`src/include/tsio_pkg.sv`:
```
`default_nettype none
package tsio_pkg;
  localparam int NUM_PORTS = 2;
  localparam int NUM_PINS = 4;
  localparam int NUM_CB = 6;
  localparam int XFER_W = 8;
  localparam int CNT_W = 16;
  localparam int CB_SEL_W = 3;
  localparam int DIV_W = 8;
  localparam int SHCNT_W = 4;
  // Port 0 is the narrow 1-bit port on pin 0, port 1 the wide 4-bit port on pins 3..0
  localparam int PORT_W0 = 1;
  localparam int PORT_W1 = 4;
  localparam int NARROW_PIN = 0;
  localparam int CB_SRC_PIN = 0;
  // The serial link claims pins from this index upward
  localparam int LINK_PIN_LO = 2;
  localparam logic [CB_SEL_W-1:0] CB_SEL_RST = 3'h0;
  localparam logic [CNT_W-1:0] CNT_RST = 16'h0000;
  localparam logic [XFER_W-1:0] XFER_RST = 8'h00;
  localparam logic [DIV_W-1:0] DIV_RST = 8'h00;
  localparam logic [SHCNT_W-1:0] SHCNT_RST = 4'h0;

  typedef struct packed {
    logic en;
    logic dir_out;
    logic open_drain;
    logic cond_en;
    logic [NUM_PINS-1:0] cond_val;
    logic serial;
    logic stb_in_en;
    logic [CB_SEL_W-1:0] cb_sel;
  } tsio_port_cfg_t;

  typedef struct packed {
    logic wr;
    logic rd;
    logic set_time;
    logic set_clk;
    logic [XFER_W-1:0] data;
    logic [CNT_W-1:0] tgt;
  } tsio_cmd_t;

  typedef struct packed {
    logic src_pin;
    logic [DIV_W-1:0] div;
  } tsio_cb_cfg_t;

  typedef struct packed {
    logic [XFER_W-1:0] rdata;
    logic data_valid;
    logic tx_busy;
    logic [CB_SEL_W-1:0] cb_sel;
    logic [CNT_W-1:0] count;
    logic [CNT_W-1:0] stamp;
  } tsio_status_t;
endpackage
`default_nettype wire

```
`src/hdl/tsio_port.sv`:
```
// Overview of operation
// - Ports of several widths, here a 1-bit and a 4-bit port, map onto fixed pins.
// - Each port is wholly input or wholly output, one direction for all its pins.
// - Ports drive pins or sample them, optionally waiting for a pin condition.
// - Every processor command to a port is taken and finished in one cycle.
// - Open drain: a zero drives the pin low, a one releases it.
// - Open drain is chosen per port and applies to all its pins.
// - Data passes through a shift register plus a transfer register.
// - Each port has a 16-bit counter that schedules transfers.
// - Counter is always readable; a target count defers the next transfer.
// - Each transfer captures the counter value as a readable timestamp.
// - An enabled serial link releases the pins it shares from port drivers; input ports still sample them.
// - An enabled narrower port owns shared pins ahead of a wider port.
// - Pins not shared with the narrower port stay with the wider port.
// - A port always transfers its full width even when pins are claimed.
// - Six clock blocks; block zero is the reference clock, five are programmable.
// - A clock block may take the 1-bit port pin as source, with divider.
// - Ports accept an incoming strobe and drive an outgoing strobe with data.
// - After reset every port is attached to clock block zero.
// - Pin events go straight to the core scheduler as pulses, not interrupts.
`default_nettype none
module tsio_port (
  input wire logic CORE_CLK_I,
  input wire logic NRST_I,
  input wire tsio_pkg::tsio_port_cfg_t [tsio_pkg::NUM_PORTS-1:0] PORT_CFG_I,
  input wire tsio_pkg::tsio_cmd_t [tsio_pkg::NUM_PORTS-1:0] PORT_CMD_I,
  input wire tsio_pkg::tsio_cb_cfg_t [tsio_pkg::NUM_CB-1:1] CB_CFG_I,
  input wire logic LINK_EN_I,
  input wire logic [tsio_pkg::NUM_PINS-1:0] PIN_I,
  input wire logic STROBE_IN_I,
  output logic [tsio_pkg::NUM_PINS-1:0] PIN_O,
  output logic [tsio_pkg::NUM_PINS-1:0] PIN_OE_O,
  output logic [tsio_pkg::NUM_PORTS-1:0] STROBE_OUT_O,
  output logic [tsio_pkg::NUM_PORTS-1:0] EVENT_O,
  output tsio_pkg::tsio_status_t [tsio_pkg::NUM_PORTS-1:0] PORT_STATUS_O
);

  logic [tsio_pkg::NUM_CB-1:0] tick_vec;

  // Block zero runs at the core reference rate, so it ticks every cycle
  assign tick_vec[0] = 1'b1;

  genvar c;
  generate
    for (c = 1; c < tsio_pkg::NUM_CB; c++) begin : g_cb
      logic [tsio_pkg::DIV_W-1:0] div_cnt_q, div_cnt_d;
      logic prev_q, prev_d, tick_q, tick_d, src_evt;
      always_comb begin
        prev_d = PIN_I[tsio_pkg::CB_SRC_PIN];
        div_cnt_d = div_cnt_q;
        tick_d = 1'b0;
        // External source counts rising edges of the 1-bit port pin
        src_evt = CB_CFG_I[c].src_pin ? (PIN_I[tsio_pkg::CB_SRC_PIN] & ~prev_q)
          : 1'b1;
        if (src_evt) begin
          if (div_cnt_q >= CB_CFG_I[c].div) begin
            div_cnt_d = tsio_pkg::DIV_RST;
            tick_d = 1'b1;
          end else begin
            div_cnt_d = div_cnt_q + 1'b1;
          end
        end
      end
      always_ff @(posedge CORE_CLK_I or negedge NRST_I) begin
        if (!NRST_I) begin
          div_cnt_q <= tsio_pkg::DIV_RST;
          prev_q <= 1'b0;
          tick_q <= 1'b0;
        end else begin
          div_cnt_q <= div_cnt_d;
          prev_q <= prev_d;
          tick_q <= tick_d;
        end
      end
      assign tick_vec[c] = tick_q;
    end
  endgenerate

  genvar g;
  generate
    for (g = 0; g < tsio_pkg::NUM_PORTS; g++) begin : g_port
      localparam int W = (g == 0) ? tsio_pkg::PORT_W0 : tsio_pkg::PORT_W1;
      localparam logic [tsio_pkg::XFER_W-1:0] WMASK = tsio_pkg::XFER_W'((1 << W) - 1);
      localparam logic [tsio_pkg::SHCNT_W-1:0] N_SER = tsio_pkg::SHCNT_W'(tsio_pkg::XFER_W / W);
      tsio_pkg::tsio_port_cfg_t cfg;
      tsio_pkg::tsio_cmd_t cmd;
      logic [tsio_pkg::CNT_W-1:0] cnt_q, cnt_d, tgt_q, tgt_d, stamp_q, stamp_d;
      logic [tsio_pkg::XFER_W-1:0] xfer_q, xfer_d, shift_q, shift_d, rdata_q, rdata_d;
      logic [tsio_pkg::XFER_W-1:0] pins_w;
      logic [tsio_pkg::SHCNT_W-1:0] shcnt_q, shcnt_d, nwords;
      logic [tsio_pkg::CB_SEL_W-1:0] sel_q, sel_d;
      logic [tsio_pkg::NUM_PINS-1:0] drv_q, drv_d;
      logic full_q, full_d, armed_q, armed_d, evt_q, evt_d, stb_q, stb_d;
      logic valid_q, valid_d, busy_q, busy_d;
      logic tick, go, cond_ok;
      assign cfg = PORT_CFG_I[g];
      assign cmd = PORT_CMD_I[g];
      // Full width is sampled even where another port owns a pin
      assign pins_w = tsio_pkg::XFER_W'(PIN_I) & WMASK;

      always_comb begin
        cnt_d = cnt_q;
        tgt_d = tgt_q;
        stamp_d = stamp_q;
        xfer_d = xfer_q;
        shift_d = shift_q;
        rdata_d = rdata_q;
        shcnt_d = shcnt_q;
        sel_d = sel_q;
        drv_d = drv_q;
        full_d = full_q;
        armed_d = armed_q;
        evt_d = 1'b0;
        stb_d = 1'b0;
        nwords = cfg.serial ? N_SER : 4'h1;
        tick = (sel_q < tsio_pkg::CB_SEL_W'(tsio_pkg::NUM_CB)) ? tick_vec[sel_q] : 1'b1;
        // A pending target holds off the start of an output transfer and every input sample
        go = tick && cfg.en && (!armed_q || cnt_q == tgt_q);
        cond_ok = !cfg.cond_en
          || (pins_w == (tsio_pkg::XFER_W'(cfg.cond_val) & WMASK));
        if (cfg.stb_in_en && !STROBE_IN_I) begin
          cond_ok = 1'b0;
        end
        if (cmd.set_clk) begin
          sel_d = cfg.cb_sel;
        end
        if (tick) begin
          cnt_d = cnt_q + 1'b1;
        end
        if (cfg.dir_out) begin
          if (go && shcnt_q == tsio_pkg::SHCNT_RST && full_q) begin
            drv_d = tsio_pkg::NUM_PINS'(xfer_q & WMASK);
            shift_d = xfer_q >> W;
            shcnt_d = nwords - 1'b1;
            full_d = 1'b0;
            stamp_d = cnt_q;
            armed_d = 1'b0;
            stb_d = 1'b1;
          end else if (tick && cfg.en && shcnt_q != tsio_pkg::SHCNT_RST) begin
            drv_d = tsio_pkg::NUM_PINS'(shift_q & WMASK);
            shift_d = shift_q >> W;
            shcnt_d = shcnt_q - 1'b1;
            stb_d = 1'b1;
          end
          // A write in the cycle the register empties is kept, not lost
          if (cmd.wr) begin
            xfer_d = cmd.data;
            full_d = 1'b1;
          end
        end else begin
          if (cmd.rd) begin
            rdata_d = xfer_q;
            full_d = 1'b0;
          end
          if (go && (cond_ok || shcnt_q != tsio_pkg::SHCNT_RST)
              && (!cfg.stb_in_en || STROBE_IN_I)) begin
            shift_d = (shift_q >> W) | tsio_pkg::XFER_W'(pins_w << (tsio_pkg::XFER_W - W));
            shcnt_d = (shcnt_q == tsio_pkg::SHCNT_RST) ? nwords - 1'b1 : shcnt_q - 1'b1;
            if (shcnt_d == tsio_pkg::SHCNT_RST) begin
              xfer_d = cfg.serial ? shift_d : pins_w;
              full_d = 1'b1;
              stamp_d = cnt_q;
              armed_d = 1'b0;
              evt_d = 1'b1;
            end
          end
        end
        // A target given in the cycle a transfer consumes the old one stays armed
        if (cmd.set_time) begin
          tgt_d = cmd.tgt;
          armed_d = 1'b1;
        end
        valid_d = full_d & ~cfg.dir_out;
        busy_d = (full_d & cfg.dir_out) | (shcnt_d != tsio_pkg::SHCNT_RST);
      end

      always_ff @(posedge CORE_CLK_I or negedge NRST_I) begin
        if (!NRST_I) begin
          cnt_q <= tsio_pkg::CNT_RST;
          tgt_q <= tsio_pkg::CNT_RST;
          stamp_q <= tsio_pkg::CNT_RST;
          xfer_q <= tsio_pkg::XFER_RST;
          shift_q <= tsio_pkg::XFER_RST;
          rdata_q <= tsio_pkg::XFER_RST;
          shcnt_q <= tsio_pkg::SHCNT_RST;
          sel_q <= tsio_pkg::CB_SEL_RST;
          drv_q <= '0;
          valid_q <= 1'b0;
          busy_q <= 1'b0;
          full_q <= 1'b0;
          armed_q <= 1'b0;
          evt_q <= 1'b0;
          stb_q <= 1'b0;
        end else begin
          cnt_q <= cnt_d;
          tgt_q <= tgt_d;
          stamp_q <= stamp_d;
          xfer_q <= xfer_d;
          shift_q <= shift_d;
          rdata_q <= rdata_d;
          shcnt_q <= shcnt_d;
          sel_q <= sel_d;
          drv_q <= drv_d;
          valid_q <= valid_d;
          busy_q <= busy_d;
          full_q <= full_d;
          armed_q <= armed_d;
          evt_q <= evt_d;
          stb_q <= stb_d;
        end
      end

      assign EVENT_O[g] = evt_q;
      assign STROBE_OUT_O[g] = stb_q;
      assign PORT_STATUS_O[g].rdata = rdata_q;
      assign PORT_STATUS_O[g].data_valid = valid_q;
      assign PORT_STATUS_O[g].tx_busy = busy_q;
      assign PORT_STATUS_O[g].cb_sel = sel_q;
      assign PORT_STATUS_O[g].count = cnt_q;
      assign PORT_STATUS_O[g].stamp = stamp_q;
    end
  endgenerate

  logic [tsio_pkg::NUM_PINS-1:0] pin_q, pin_d, oe_q, oe_d;
  logic owner;
  logic bitv;
  logic drives;

  // Pin ownership: link first, then the narrow port, then the wide port
  always_comb begin
    pin_d = '0;
    oe_d = '0;
    owner = 1'b0;
    bitv = 1'b0;
    drives = 1'b0;
    for (int i = 0; i < tsio_pkg::NUM_PINS; i++) begin
      owner = (i == tsio_pkg::NARROW_PIN) && PORT_CFG_I[0].en;
      bitv = owner ? g_port[0].drv_q[0] : g_port[1].drv_q[i];
      drives = owner ? PORT_CFG_I[0].dir_out : (PORT_CFG_I[1].en && PORT_CFG_I[1].dir_out);
      if (LINK_EN_I && i >= tsio_pkg::LINK_PIN_LO) begin
        oe_d[i] = 1'b0;
      end else if (drives) begin
        if (owner ? PORT_CFG_I[0].open_drain : PORT_CFG_I[1].open_drain) begin
          oe_d[i] = ~bitv;
        end else begin
          oe_d[i] = 1'b1;
          pin_d[i] = bitv;
        end
      end
    end
  end

  always_ff @(posedge CORE_CLK_I or negedge NRST_I) begin
    if (!NRST_I) begin
      pin_q <= '0;
      oe_q <= '0;
    end else begin
      pin_q <= pin_d;
      oe_q <= oe_d;
    end
  end

  assign PIN_O = pin_q;
  assign PIN_OE_O = oe_q;

endmodule // tsio_port
`default_nettype wire

```
`config.mk`:
```
export PLATFORM = sky130hd
export DESIGN_NAME = tsio_port
export DESIGN_NICKNAME = d
export VERILOG_FILES = /design/src/include/tsio_pkg.sv /design/src/hdl/tsio_port.sv
export SDC_FILE = /design/constraint.sdc
export NUM_CORES = 1
export LEC_CHECK = 0
export BUFFER_PORTS_ARGS = -buffer_cell sky130_fd_sc_hd__buf_2
export CAP_MARGIN = 40
export CORE_MARGIN = 2
export CORE_UTILIZATION = 55
export DETAILED_ROUTE_END_ITERATION = 10
export GPL_ROUTABILITY_DRIVEN = 0
export PLACE_DENSITY = 0.89
export SYNTH_ARGS = -nofsm -noshare
export SYNTH_HDL_FRONTEND = slang
export SYNTH_SLANG_ARGS = --single-unit
```
`constraint.sdc`:
```
create_clock -name CORE_CLK_I -period 6.1 [get_ports CORE_CLK_I]
set_input_delay 1.22 -clock CORE_CLK_I [delete_from_list [all_inputs] [get_ports CORE_CLK_I]]
set_output_delay 1.22 -clock CORE_CLK_I [all_outputs]
set_load 0.05 [all_outputs]
```
==> results.py <==
metrics = {
    "synth": {
        "number_of_distinct_library_cells_after_synthesis": 69,
        "synth-edff-count": 0,
        "synth-warning-count": 0,
        "ys_async_sr_fraction_pct": 100,
        "synth_top_cell_by_area": "dfrtp_1",
        "postSynthAreaPerCell_um2": 10.9,
        "synth_area_leaders": "dfrtp_1 50%, mux2_2 10%, ha_1 5.3%, xnor2_1 4.9%, nand2_1 2.4%",
        "synth-seq-cells": 229,
        "sequential_area_share_after_synthesis_pct": 49.6,
        "synth.cells.most_frequent": "229 x dfrtp_1, 106 x mux2_2, 74 x nand2_1, 68 x nor2_1, 64 x xnor2_1",
        "synth.top_cell.area_share_pct": 49.6,
        "synth.cell_area_um2": 11600,
        "synth.net_count": 1246,
        "synthCells": 1062,
        "synthMostInstantiatedCell": "dfrtp_1",
        "dominantRegCellSynth": "dfrtp_1",
    },
    "setup_path": {
        "critPathArrivalTime_ns": 3.89,
        "regToRegSetupSlack_ns": 2.60,
        "crit_path_cell_trace": "inv_1, ha_1, inv_1, nor3_1, a32oi_1, nand4_2, nor3_1, a2111oi_0, a21oi_1, or4b_1",
        "worst_setup_path_end_kind": "flip-flop",
        "crit_path_max_fanout": 8,
        "crit_path_max_incr_delay_ns": 0.66,
        "reg2reg_depth": 10,
        "critPathRequiredTime_ns": 6.49,
        "crit_slowest_cell": "nor3_1",
        "r2r-end": "g_port[0].busy_q$_DFF_PN0_",
        "rr_startpoint": "g_port[0].shcnt_q[0]$_DFF_PN0_",
        "setup.worst_path.class": "reg -> reg",
        "crit_path_launch_type": "flip-flop",
    },
    "cts": {
        "hold_buffers": 0,
        "post_cts_sizing_count": 0,
        "tritoncts_clock_tree": "yes",
        "max_h_tree_level": 1,
        "clock-sinks": 229,
        "post_cts.repair.setup_buffers": 0,
        "cts-buffers-inserted": 24,
        "clkTransAtPathRegs_ns": 0.06,
        "clock_insertion_delay_worst_skew_ns": 0.52,
        "clock_tree.buffer_depth": 3,
        "cts_root_buf": "clkbuf_16",
    },
    "power": {
        "power.static_leakage_uw": 0.00678,
        "power-per-cell-area_nw_per_um2": 374,
        "worst_ir_drop_on_vdd_mv": 0.228,
    },
    "sta": {
        "timing.fmax_mhz": 286,
        "final.setup.worst_slack_ns": 2.60,
        "final_min_period_over_clock_period_pct": 57.4,
        "setup_tns_ns": 0,
        "rsz_0062_raised_after_global_routing": "false",
        "report.final.setup_viol": 0,
        "slew_headroom_pct": 36.2,
        "worst_slew_pin_slew_ns": 0.944,
        "finalHoldViolCount": 0,
        "timing_max_transition_violations_final": 0,
        "skew_ns": 0.0207,
        "period_needed_ns": 3.50,
    },
    "global_route": {
        "overall_overflow_remaining_after_global_route": 0,
        "grt_usage_pct": 23.5,
        "first_global_vias": 8791,
        "number_of_antenna_violations_at_the_first_check_in_global_routing": 1,
        "grt_max_degree": 126,
        "grt_first_pass_wirelength_um": 42500,
    },
    "die": {
        "floorplan.initialDensity_pct": 55.5,
        "number_of_placed_i_o_pins": 237,
        "die_h_um": 149,
        "fp.coreArea_um2": 20800,
        "die_w_um": 149,
        "fp-row-count": 53,
        "die_area_um2": 22200,
    },
    "routing": {
        "vias": 8682,
        "drt-total-wl_um": 25900,
        "drc_errors": 0,
        "drtPass1Iterations": 5,
        "postRouteAntennaNets": 0,
        "drt_first_iter_violations": 350,
        "detail_route.wl_per_cell_um": 16.5,
        "vias_per_cell": 5.52,
    },
    "run_status": {
        "status": "completed",
    },
    "finish": {
        "layout-area-overhead-vs-synth_pct": 18.6,
        "drive_above_1_share_pct": 31.0,
        "antennaDiodeCount": 0,
        "design.final.nets": 1467,
    },
    "min_path": {
        "hp-start": "g_port[1].drv_q[1]$_DFFE_PN0P_",
        "hold-path-cell-count": 1,
        "hold_path_class": "reg -> reg",
        "worst_case_hold_path_end_point": "PIN_OE_O[1]$_DFF_PN0_",
    },
    "placed_design": {
        "dp_worst_setup_slack_ns": 2.36,
        "detailed_place_hpwl_um": 18700,
        "numPortBuffers": 233,
    },
    "run": {
        "maximum_capacitance_violations": 0,
    },
}
## cells in the final DEF (no fill, tap or decap), types with 3 or more instances in the layout
master / n
nor2b_1: 11
nor4_1: 3
nand4_1: 17
clkbuf_8: 3
mux2i_1: 25
xor2_1: 17
and3_1: 16
bufinv_16: 3
a21bo_2: 4
clkbuf_1: 4
a21o_1: 10
nor4b_1: 4
o21a_1: 3
ha_1: 49
o211a_1: 3
clkbuf_16: 24
a22o_1: 3
or2_2: 5
nand2_1: 74
a21oi_1: 43
xnor2_1: 64
a211oi_1: 4
or3_1: 5
o31ai_1: 5
dfrtp_1: 229
inv_1: 61
o41ai_1: 3
nand3_1: 41
and2_1: 7
o22ai_1: 8
nor3_1: 16
nand2b_1: 18
clkinvlp_4: 3
mux2_2: 106
nor2_1: 68
a22oi_1: 6
buf_2: 232
o21ai_0: 52
## report_power, final
group	internal [uW]	switching [uW]	total, uW
Combinational	580	907	1490
Clock	890	601	1490
Sequential	1810	345	2150
## per-stage QoR
stage	utilization (%)	instances	hold WS, ns	area (um^2)	total power, uW
floorplan	-	1062	0.434	11600	3220
global placement	61.9	1531	0.460	12900	3560
detailed placement	61.9	1532	0.462	12900	3650
CTS	65.8	1573	0.474	13700	5160
global route	65.8	1573	0.483	13700	5440
finish	65.8	1573	0.471	13700	5130
## critical path: cells and delay by family, from the launching register on
kind                     cells  cell delay (ns)
AO/OA/AOI/OAI                3             0.93
adder cells (fa/ha/maj)      1             0.25
flip-flops                   1             0.44
AND/OR/NAND/NOR              4             1.56
buffers and inverters        2             0.18
## logic make-up after synthesis
group                      share of synthesized area, %
and+or+nand+nor                                    13.5
DFF                                                49.6
AOI/OAI and AO/OA                                  8.97
muxes                                              12.5
buffers and inverters                              3.96
xor gates and xnor gates                           6.14
adders and majority gates                          5.31
## routing by layer
layer	vias to the layer above	global-route usage [%]	wire length [um]
met2	283	41.3	12900
met4	2	6.57	558
met3	57	3.73	1540
met1	4193	30.4	10900
met5	-	0	13
li1	4147	-	-
## state kept, by name, summed over array words and instances (netlist names)
signal and count:
g_port.armed_q 2, g_cb.tick_q 5, g_port.sel_q 6, g_port.drv_q 5
PIN_O 4, g_port.evt_q 2, g_port.busy_q 2, g_port.shift_q 16
g_port.stamp_q 32, g_cb.div_cnt_q 40, g_port.xfer_q 16, g_port.stb_q 2
PIN_OE_O 4, g_port.full_q 2, g_port.rdata_q 16, g_port.shcnt_q 8
g_port.tgt_q 32, g_port.cnt_q 32, g_cb.prev_q 1, g_port.valid_q 2
## worst max-delay path by stage
stage                                              start                               end  slack (ns)
after floorplan                                 PIN_I[0]   g_port[1].xfer_q[0]$_DFFE_PN0P_        2.82
after global placement                          PIN_I[0]  g_port[1].stamp_q[1]$_DFFE_PN0P_        2.34
after detailed placement                        PIN_I[0]   g_port[0].xfer_q[0]$_DFFE_PN0P_        2.36
after CTS                 g_port[0].shcnt_q[0]$_DFF_PN0_        g_port[0].busy_q$_DFF_PN0_        2.72
after global routing      g_port[0].shcnt_q[0]$_DFF_PN0_        g_port[0].busy_q$_DFF_PN0_        2.41
final                     g_port[0].shcnt_q[0]$_DFF_PN0_        g_port[0].busy_q$_DFF_PN0_        2.60
## layout make-up
class,count,area (um^2)
Clock buffer,31,657
Clock inverter,10,150
Fill cell,1541,7120
Inverter,63,236
Multi-Input combinational cell,729,5370
Sequential cell,229,5730
Tap cell,275,344
Timing Repair Buffer,236,1220
Note: power is estimated with default switching activity, not from simulation.
